### config.mk
export PLATFORM = sky130hd
export DESIGN_NAME = ssxte_exec
export DESIGN_NICKNAME = d
export VERILOG_FILES = /design/src/verilog/ssxte_pkg.sv /design/src/verilog/ssxte_exec.sv
export SDC_FILE = /design/constraint.sdc
export NUM_CORES = 1
export LEC_CHECK = 0
export ABC_CLOCK_PERIOD_IN_PS = 2800
export BUFFER_PORTS_ARGS = -buffer_cell sky130_fd_sc_hd__buf_4
export CORE_MARGIN = 2
export CORE_UTILIZATION = 35
export CTS_BUF_LIST = sky130_fd_sc_hd__clkbuf_4
export CTS_CLUSTER_SIZE = 10
export DETAILED_ROUTE_END_ITERATION = 7
export GPL_TIMING_DRIVEN = 1
export MAX_ROUTING_LAYER = met4
export PLACE_DENSITY = 0.64
export SLEW_MARGIN = 10
export SYNTH_ARGS = -nofsm -noshare
export SYNTH_HDL_FRONTEND = slang
export SYNTH_SLANG_ARGS = --single-unit
### constraint.sdc
create_clock -name clk -period 2.8 [get_ports clk]
set_input_delay 0.14 -clock clk [delete_from_list [all_inputs] [get_ports clk]]
set_output_delay 0.14 -clock clk [all_outputs]
set_load 0.05 [all_outputs]
### src/verilog/ssxte_pkg.sv
// Package with opcodes, widths and timing constants for the skip/swap/xor/table execution unit
package ssxte_pkg;
    localparam int DATA_W = 8;
    localparam int ROM_W = 14;
    localparam int PC_W = 11;
    localparam int TBL_W = 8;
    localparam int HIGH_W = ROM_W - DATA_W;
    localparam logic [7:0] ACC_RESET = 8'h00;
    localparam logic [5:0] HIGH_RESET = 6'h00;
    localparam logic ZERO_RESET = 1'b0;
    // Instruction cycles per operation
    localparam int CYC_SINGLE = 1;
    localparam int CYC_DOUBLE = 2;

    typedef enum logic [3:0] {
        SSXTE_OP_NONE = 4'h0,
        SSXTE_OP_NIBSWAP = 4'h1,
        SSXTE_OP_SKZ = 4'h2,
        SSXTE_OP_MVSKZ = 4'h3,
        SSXTE_OP_BITSKZ = 4'h4,
        SSXTE_OP_TRDC = 4'h5,
        SSXTE_OP_TRDL = 4'h6,
        SSXTE_OP_XORA = 4'h7,
        SSXTE_OP_XORMEM = 4'h8,
        SSXTE_OP_XORI = 4'h9
    } ssxte_op_t;

    typedef enum logic [1:0] {
        SSXTE_ST_IDLE = 2'b00,
        SSXTE_ST_DUMMY = 2'b01,
        SSXTE_ST_TABLE = 2'b10
    } ssxte_state_t;
endpackage
### src/verilog/ssxte_exec.sv
// Execution unit for nibble swap, zero skips, table reads and exclusive-or instructions
// Functional notes
// - Nibble swap to accumulator puts memory bits 7..4 into acc bits 3..0 and bits 3..0 into acc bits 7..4.
// - Nibble swap to accumulator leaves the memory byte and every flag unchanged.
// - Skip-if-zero skips the next instruction when the addressed byte is zero.
// - A taken skip discards the prefetched instruction and adds one dummy cycle; an untaken skip takes one cycle.
// - Move-then-skip-if-zero copies the byte to the accumulator and skips when it is zero.
// - Bit-test skip skips when the selected bit of the byte is zero, with the same two-cycle timing.
// - Current-page table read writes the word's low byte to memory and its upper bits to the high-byte latch.
// - Last-page table read does the same using the last program memory page.
// - Exclusive-or with memory writes acc xor byte into the accumulator.
// - Exclusive-or into memory writes acc xor byte to memory and keeps the accumulator.
// - Exclusive-or immediate writes acc xor immediate into the accumulator.
// - Every exclusive-or variant updates only the zero flag from its eight-bit result.
`timescale 1ns/100ps
module ssxte_exec #(
    parameter int PC_W = ssxte_pkg::PC_W,
    parameter int ROM_W = ssxte_pkg::ROM_W
) (
    input wire logic clk,
    input wire logic arst_n,
    input wire logic issue,
    input wire ssxte_pkg::ssxte_op_t op,
    input wire logic [7:0] mem_rdata,
    input wire logic [7:0] imm,
    input wire logic [2:0] bit_sel,
    input wire logic [PC_W-1:0] instr_addr,
    input wire logic [7:0] table_pointer,
    input wire logic [ROM_W-1:0] rom_rdata,
    output logic [7:0] acc,
    output logic zero_flag,
    output logic [ROM_W-9:0] table_high_byte_latch,
    output logic mem_we,
    output logic [7:0] mem_wdata,
    output logic rom_re,
    output logic [PC_W-1:0] rom_addr,
    output logic flush,
    output logic busy
);
    ssxte_pkg::ssxte_state_t state;
    ssxte_pkg::ssxte_state_t next_state;

    // Opcode decode, qualified by issue so that an idle bus decodes to nothing
    wire is_swap = issue && op == ssxte_pkg::SSXTE_OP_NIBSWAP;
    wire is_skz = issue && op == ssxte_pkg::SSXTE_OP_SKZ;
    wire is_mvskz = issue && op == ssxte_pkg::SSXTE_OP_MVSKZ;
    wire is_bitskz = issue && op == ssxte_pkg::SSXTE_OP_BITSKZ;
    wire is_trdc = issue && op == ssxte_pkg::SSXTE_OP_TRDC;
    wire is_trdl = issue && op == ssxte_pkg::SSXTE_OP_TRDL;
    wire is_xora = issue && op == ssxte_pkg::SSXTE_OP_XORA;
    wire is_xormem = issue && op == ssxte_pkg::SSXTE_OP_XORMEM;
    wire is_xori = issue && op == ssxte_pkg::SSXTE_OP_XORI;
    wire can_issue = state == ssxte_pkg::SSXTE_ST_IDLE;

    wire byte_zero = mem_rdata == 8'h00;
    wire bit_zero = ~mem_rdata[bit_sel];
    wire [7:0] swapped = {mem_rdata[3:0], mem_rdata[7:4]};
    wire skip_take = can_issue && ((is_skz && byte_zero) || (is_mvskz && byte_zero) || (is_bitskz && bit_zero));
    wire table_go = can_issue && (is_trdc || is_trdl);
    wire [7:0] xor_src = is_xori ? imm : mem_rdata;
    wire [7:0] xor_res = acc ^ xor_src;
    wire xor_any = can_issue && (is_xora || is_xormem || is_xori);
    // Page bits come from the executing address or are all ones for the last page
    wire [PC_W-9:0] cur_page = instr_addr[PC_W-1:8];
    wire [PC_W-9:0] last_page = '1;
    wire [PC_W-1:0] next_rom_addr = {is_trdl ? last_page : cur_page, table_pointer};

    wire acc_load = can_issue && (is_swap || is_mvskz || is_xora || is_xori);
    wire [7:0] next_acc = is_swap ? swapped : (is_mvskz ? mem_rdata : xor_res);

    // A taken skip or a table read owns the following cycle; an issue there is dropped
    always_comb begin
        next_state = state;
        unique case (state)
            ssxte_pkg::SSXTE_ST_IDLE: begin
                if (skip_take) begin
                    next_state = ssxte_pkg::SSXTE_ST_DUMMY;
                end else if (table_go) begin
                    next_state = ssxte_pkg::SSXTE_ST_TABLE;
                end
            end
            ssxte_pkg::SSXTE_ST_DUMMY: next_state = ssxte_pkg::SSXTE_ST_IDLE;
            ssxte_pkg::SSXTE_ST_TABLE: next_state = ssxte_pkg::SSXTE_ST_IDLE;
            default: next_state = ssxte_pkg::SSXTE_ST_IDLE;
        endcase
    end

    always_ff @(posedge clk or negedge arst_n) begin
        if (!arst_n) begin
            state <= ssxte_pkg::SSXTE_ST_IDLE;
        end else begin
            state <= next_state;
        end
    end

    always_ff @(posedge clk or negedge arst_n) begin
        if (!arst_n) begin
            acc <= ssxte_pkg::ACC_RESET;
        end else if (acc_load) begin
            acc <= next_acc;
        end
    end

    // Only exclusive-or touches the zero flag
    always_ff @(posedge clk or negedge arst_n) begin
        if (!arst_n) begin
            zero_flag <= ssxte_pkg::ZERO_RESET;
        end else if (xor_any) begin
            zero_flag <= xor_res == 8'h00;
        end
    end

    always_ff @(posedge clk or negedge arst_n) begin
        if (!arst_n) begin
            flush <= 1'b0;
            busy <= 1'b0;
            rom_re <= 1'b0;
            rom_addr <= '0;
        end else begin
            flush <= skip_take;
            busy <= skip_take || table_go;
            rom_re <= table_go;
            rom_addr <= table_go ? next_rom_addr : rom_addr;
        end
    end

    // Table word is written in the second cycle, low byte to memory, rest to the latch
    wire table_done = state == ssxte_pkg::SSXTE_ST_TABLE;
    wire xormem_go = can_issue && is_xormem;

    always_ff @(posedge clk or negedge arst_n) begin
        if (!arst_n) begin
            mem_we <= 1'b0;
            mem_wdata <= 8'h00;
            table_high_byte_latch <= '0;
        end else begin
            mem_we <= table_done || xormem_go;
            if (table_done) begin
                mem_wdata <= rom_rdata[7:0];
                table_high_byte_latch <= rom_rdata[ROM_W-1:8];
            end else if (xormem_go) begin
                mem_wdata <= xor_res;
            end
        end
    end

    // Skip timing: flush and busy for exactly one cycle, nothing else moves in the dummy cycle
    a_skip_flush: assert property (@(posedge clk) disable iff (!arst_n)
        skip_take |=> flush && busy ##1 !flush)
        else $error("taken skip did not flush exactly once");
    a_skip_taken: assert property (@(posedge clk) disable iff (!arst_n)
        (can_issue && is_skz && mem_rdata == 8'h00) |=> flush && busy)
        else $error("zero byte did not skip");
    a_noskip_one: assert property (@(posedge clk) disable iff (!arst_n)
        (can_issue && is_skz && !byte_zero) |=> !flush && !busy)
        else $error("untaken skip stalled");
    a_skip_nowrite: assert property (@(posedge clk) disable iff (!arst_n)
        skip_take |=> !mem_we && !rom_re)
        else $error("taken skip touched memory");
    a_dummy_quiet: assert property (@(posedge clk) disable iff (!arst_n)
        (state == ssxte_pkg::SSXTE_ST_DUMMY) |=> !flush && !rom_re && !mem_we && $stable(acc))
        else $error("dummy cycle executed an instruction");

    // Nibble swap, move-then-skip and bit-test skip
    a_swap_value: assert property (@(posedge clk) disable iff (!arst_n)
        (is_swap && can_issue) |=> {acc[3:0], acc[7:4]} == $past(mem_rdata) && !mem_we)
        else $error("swap result wrong");
    a_swap_flags: assert property (@(posedge clk) disable iff (!arst_n)
        (is_swap && can_issue) |=> $stable(zero_flag))
        else $error("swap changed a flag");
    a_mvskz_acc: assert property (@(posedge clk) disable iff (!arst_n)
        (can_issue && is_mvskz) |=> acc == $past(mem_rdata))
        else $error("move-skip did not load acc");
    a_mvskz_skip: assert property (@(posedge clk) disable iff (!arst_n)
        (can_issue && is_mvskz) |=> flush == ($past(mem_rdata) == 8'h00) && busy == flush)
        else $error("move-skip decision wrong");
    a_bit_skip: assert property (@(posedge clk) disable iff (!arst_n)
        (can_issue && is_bitskz && !bit_zero) |=> !flush)
        else $error("bit skip taken on a one bit");
    a_bit_take: assert property (@(posedge clk) disable iff (!arst_n)
        (can_issue && is_bitskz) |=> flush == ((($past(mem_rdata) >> $past(bit_sel)) & 8'h01) == 8'h00))
        else $error("bit skip decision wrong");

    // Table reads: address, two-cycle timing and the split of the program word
    a_table_two: assert property (@(posedge clk) disable iff (!arst_n)
        table_go |=> rom_re && busy ##1 mem_we && {table_high_byte_latch, mem_wdata} == $past(rom_rdata))
        else $error("table read timing or data wrong");
    a_rom_once: assert property (@(posedge clk) disable iff (!arst_n)
        rom_re |=> !rom_re)
        else $error("program memory read longer than one cycle");
    a_cur_page: assert property (@(posedge clk) disable iff (!arst_n)
        (table_go && is_trdc) |=> rom_addr[7:0] == $past(table_pointer) && (rom_addr >> 8) == ($past(instr_addr) >> 8))
        else $error("current page address wrong");
    a_last_page: assert property (@(posedge clk) disable iff (!arst_n)
        (table_go && is_trdl) |=> rom_addr[PC_W-1:8] == '1 && rom_addr[7:0] == $past(table_pointer))
        else $error("last page address wrong");

    // Exclusive-or variants and flag behaviour
    a_xora_acc: assert property (@(posedge clk) disable iff (!arst_n)
        (can_issue && is_xora) |=> acc == ($past(acc) ^ $past(mem_rdata)))
        else $error("xor with memory result wrong");
    a_xori_acc: assert property (@(posedge clk) disable iff (!arst_n)
        (can_issue && is_xori) |=> acc == ($past(acc) ^ $past(imm)))
        else $error("xor immediate result wrong");
    a_xor_zero: assert property (@(posedge clk) disable iff (!arst_n)
        xor_any |=> zero_flag == ((mem_we ? mem_wdata : acc) == 8'h00))
        else $error("xor zero flag wrong");
    a_xor_mem_acc: assert property (@(posedge clk) disable iff (!arst_n)
        (can_issue && is_xormem) |=> $stable(acc) && mem_we)
        else $error("xor into memory changed acc");
    a_xor_mem_data: assert property (@(posedge clk) disable iff (!arst_n)
        (can_issue && is_xormem) |=> mem_wdata == ($past(acc) ^ $past(mem_rdata)))
        else $error("xor into memory data wrong");
    a_skip_flags: assert property (@(posedge clk) disable iff (!arst_n)
        (can_issue && (is_skz || is_mvskz || is_bitskz || is_trdc || is_trdl)) |=> $stable(zero_flag))
        else $error("skip or table read changed a flag");

    c_skip_taken: cover property (@(posedge clk) disable iff (!arst_n) skip_take);
    c_bit_skip: cover property (@(posedge clk) disable iff (!arst_n) can_issue && is_bitskz && bit_zero);
    c_table_cur: cover property (@(posedge clk) disable iff (!arst_n) table_go && is_trdc ##2 mem_we);
    c_table_last: cover property (@(posedge clk) disable iff (!arst_n) table_go && is_trdl ##2 mem_we);
    c_xor_zero: cover property (@(posedge clk) disable iff (!arst_n) xor_any && xor_res == 8'h00);
endmodule

==> impl_metrics.ini <==
[timing]
holdWs_ps = 17.7
finalSetupViolCount = 0
hold_viol_final = 0
max_slew_margin_pct = 54.6
finalSetupTns_ps = 0
slew_violations = 0
period_minus_slack_ps = 1870
tightest_slew_ps = 681
fin_crit_sh_pct = 66.8
skew_ps = 7.59
rsz0062_at_grt = false
max_freq_ghz = 0.535

[die]
start_util_pct = 35.8
num_io_pins = 97
core_mm2 = 0.00628
die_h_um = 84.1
die-area_mm2 = 0.00708
die_w_um = 84.1
rows = 29

[cts]
post_cts_buffers = 0
clkSinkCount = 40
clockBufferDepth = 2
cts_max_level = 2
numCtsBuffers = 5
clk_pin_slew_ps = 110
cts_root_buf = clkbuf_4
cts_tree = built
clk_latency_ps = 350
cts_resized = 0
hold_buffers = 1

[final_layout]
finalNonFillerCells = 377
finish.utilization_pct = 48.4
drive_gt1_share_pct = 42.0
num_antenna_cells = 0
area_growth_pct = 35.2
finish.instance_area_mm2 = 0.00304
fin_nets = 359

[synth]
synth-simple-area-share_pct = 23.1
ys_seq_elements = 40
synth_cell_types = 36
synth_top_cell_area_share_pct = 44.5
seq_area_frac_synth_pct = 44.5
synthesis.nets = 270
synth_common_cells = 40 x dfrtp_1, 22 x mux2_2, 17 x nor2b_1, 16 x nand4b_1, 16 x o21ai_0
yosys_warnings = 0
yosysMostFrequentCell = dfrtp_1
synth_edf_count = 0
syn_inst = 211
synth_top_family_by_area = simple AND/OR/NAND/NOR gates
synth-xor-area-share_pct = 0.390
synth_fa_ha_area_share_pct = 0
synth_area_per_cell_um2 = 10.7
synth_top_cell_by_area = dfrtp_1
syn-cell-area_mm2 = 0.00225
synth_flop_cell = dfrtp_1
synthTopCellsByArea = dfrtp_1 45%, mux2_2 11%, nand4b_1 6.2%
synthArstFlopShare_pct = 100
synth_mux_area_share_pct = 17.5
synth_compound_area_share_pct = 10.6

[placement]
place_area_mm2 = 0.00294
gp_congestion = 0.778
placed_cells = 365
dp_hpwl_um = 4040
portBuffers = 88

[global_routing]
track_usage_pct = 16.3
grt_pass1_wl_um = 8990
antenna_found_initial = 0
grt_use_met3_pct = 3.36
met1_usage_pct = 22.9
overflow = 0
busiest_layer = met2
first_global_vias = 1790
grt_use_met2_pct = 23.5
grt_max_degree = 41

[detailed_routing]
ant_nets = 0
firstDrtPassIters = 4
wl_per_cell_um = 14.6
remaining_drc_errors = 0
vias_per_cell = 5.07
wirelength_um = 5490
vias = 1910
drt-initial-drc-count = 111

[setup_path]
max_stage_delay_ps = 650
critical_path.top_delay_family = simple AND/OR/NAND/NOR gates
reg2reg_depth = 4
worstSetupEndpoint = rom_addr[4]$_DFFE_PN0P_
end_kind = flip-flop
worstPathCellList = nor2_1, nand2_1, or3_1, mux2_2
cp.arrival_ps = 2120
setup.worst_path.start = state[1]$_DFFE_PN0P_
crit_required_ps = 3050
crit_fanout = 17
worst_setup_path_start_kind = flip-flop
slowest_stage = or3_1
crit_buf_inv = 0
r2r_end = rom_addr[4]$_DFFE_PN0P_
reg2reg_from = state[1]$_DFFE_PN0P_
path_class = reg -> reg
crit_cells = 4
ff2ff_setup_slack_ps = 930

[pwr]
p_leak_nw = 1.41
p_per_area_mw_per_mm2 = 723
ir_worst_vdd_v = 0.000330

[status]
status = completed

[job]
cap_violations = 0

[hold_path]
worstHoldPathType = in -> reg
-- where the power goes --
| part | switching [mW] | internal (mW) | leakage [nW] |
|---|---|---|---|
| combinational | 0.705 | 0.399 | 0.872 |
| clock | 0.182 | 0.102 | 0.0315 |
| sequential | 0.0978 | 0.710 | 0.503 |
| total | 0.985 | 1.21 | 1.41 |
-- per-layer routing --
metal  vias up  wire (µm)
met2        61       2440
met4         0        107
met3        11        354
met1       879       2590
li1        959          -
met5         -          0
-- flip-flops by register name, indices dropped and copies added, names as in the netlist --
| signal | count |
|---|---|
| mem_we | 1 |
| state | 2 |
| zero_flag | 1 |
| busy | 1 |
| rom_re | 1 |
| mem_wdata | 8 |
| acc | 8 |
| flush | 1 |
| table_high_byte_latch | 6 |
| rom_addr | 11 |
-- logic make-up (layout without fill, tap and decap cells) --
kind of cell              Yosys count  in the layout
and+or+nand+nor                    80             80
AOI/OAI and AO/OA                  40             40
DFF                                40             40
muxes                              34             34
buffers and inverters              16            105
xor gates and xnor gates            1              1
-- cell usage in the layout, fill, tap and decap left out, drive strengths merged, types with 4 or more instances in the layout --
cell type	instances
dlygate4sd3	5
o22ai	8
o21ai	20
buf	89
mux2	22
nor2b	17
nor2	5
clkbuf	6
inv	4
nand2	15
dfrtp	40
nand4b	16
a22oi	8
and3	9
mux2i	10
-- worst min-delay path by stage --
| stage | startpoint | endpoint | depth (start not counted) | slack, ps |
|---|---|---|---|---|
| 2_1_floorplan | arst_n | acc[0]$_DFFE_PN0P_ | 0 | -160 |
| 3_3_place_gp | arst_n | table_high_byte_latch[1]$_DFFE_PN0P_ | 1 | 150 |
| 3_5_place_dp | arst_n | table_high_byte_latch[1]$_DFFE_PN0P_ | 1 | 150 |
| 4_1_cts | table_pointer[0] | rom_addr[0]$_DFFE_PN0P_ | 2 | 4 |
| 5_1_grt | table_pointer[5] | rom_addr[5]$_DFFE_PN0P_ | 2 | 0.6 |
| 6_report | table_pointer[7] | rom_addr[7]$_DFFE_PN0P_ | 2 | 20 |
-- metrics by stage --
stage	setup WS (ps)	total power, mW
final	930	2.20
after global routing	781	2.32
after CTS	918	2.22
after detailed placement	905	1.93
after global placement	926	1.91
after floorplan	1090	1.56
-- cell type report --
type                    count  area [µm²]
fillers                   619        3240
clock inverters             1        5.00
flip-flops and latches     40        1000
well taps                  77        96.3
inverters                   4        15.0
repair buffers             94         718
multi-input cells         155        1160
clock buffers               6        45.0
No activity file was read; power rests on OpenSTA's default activity.
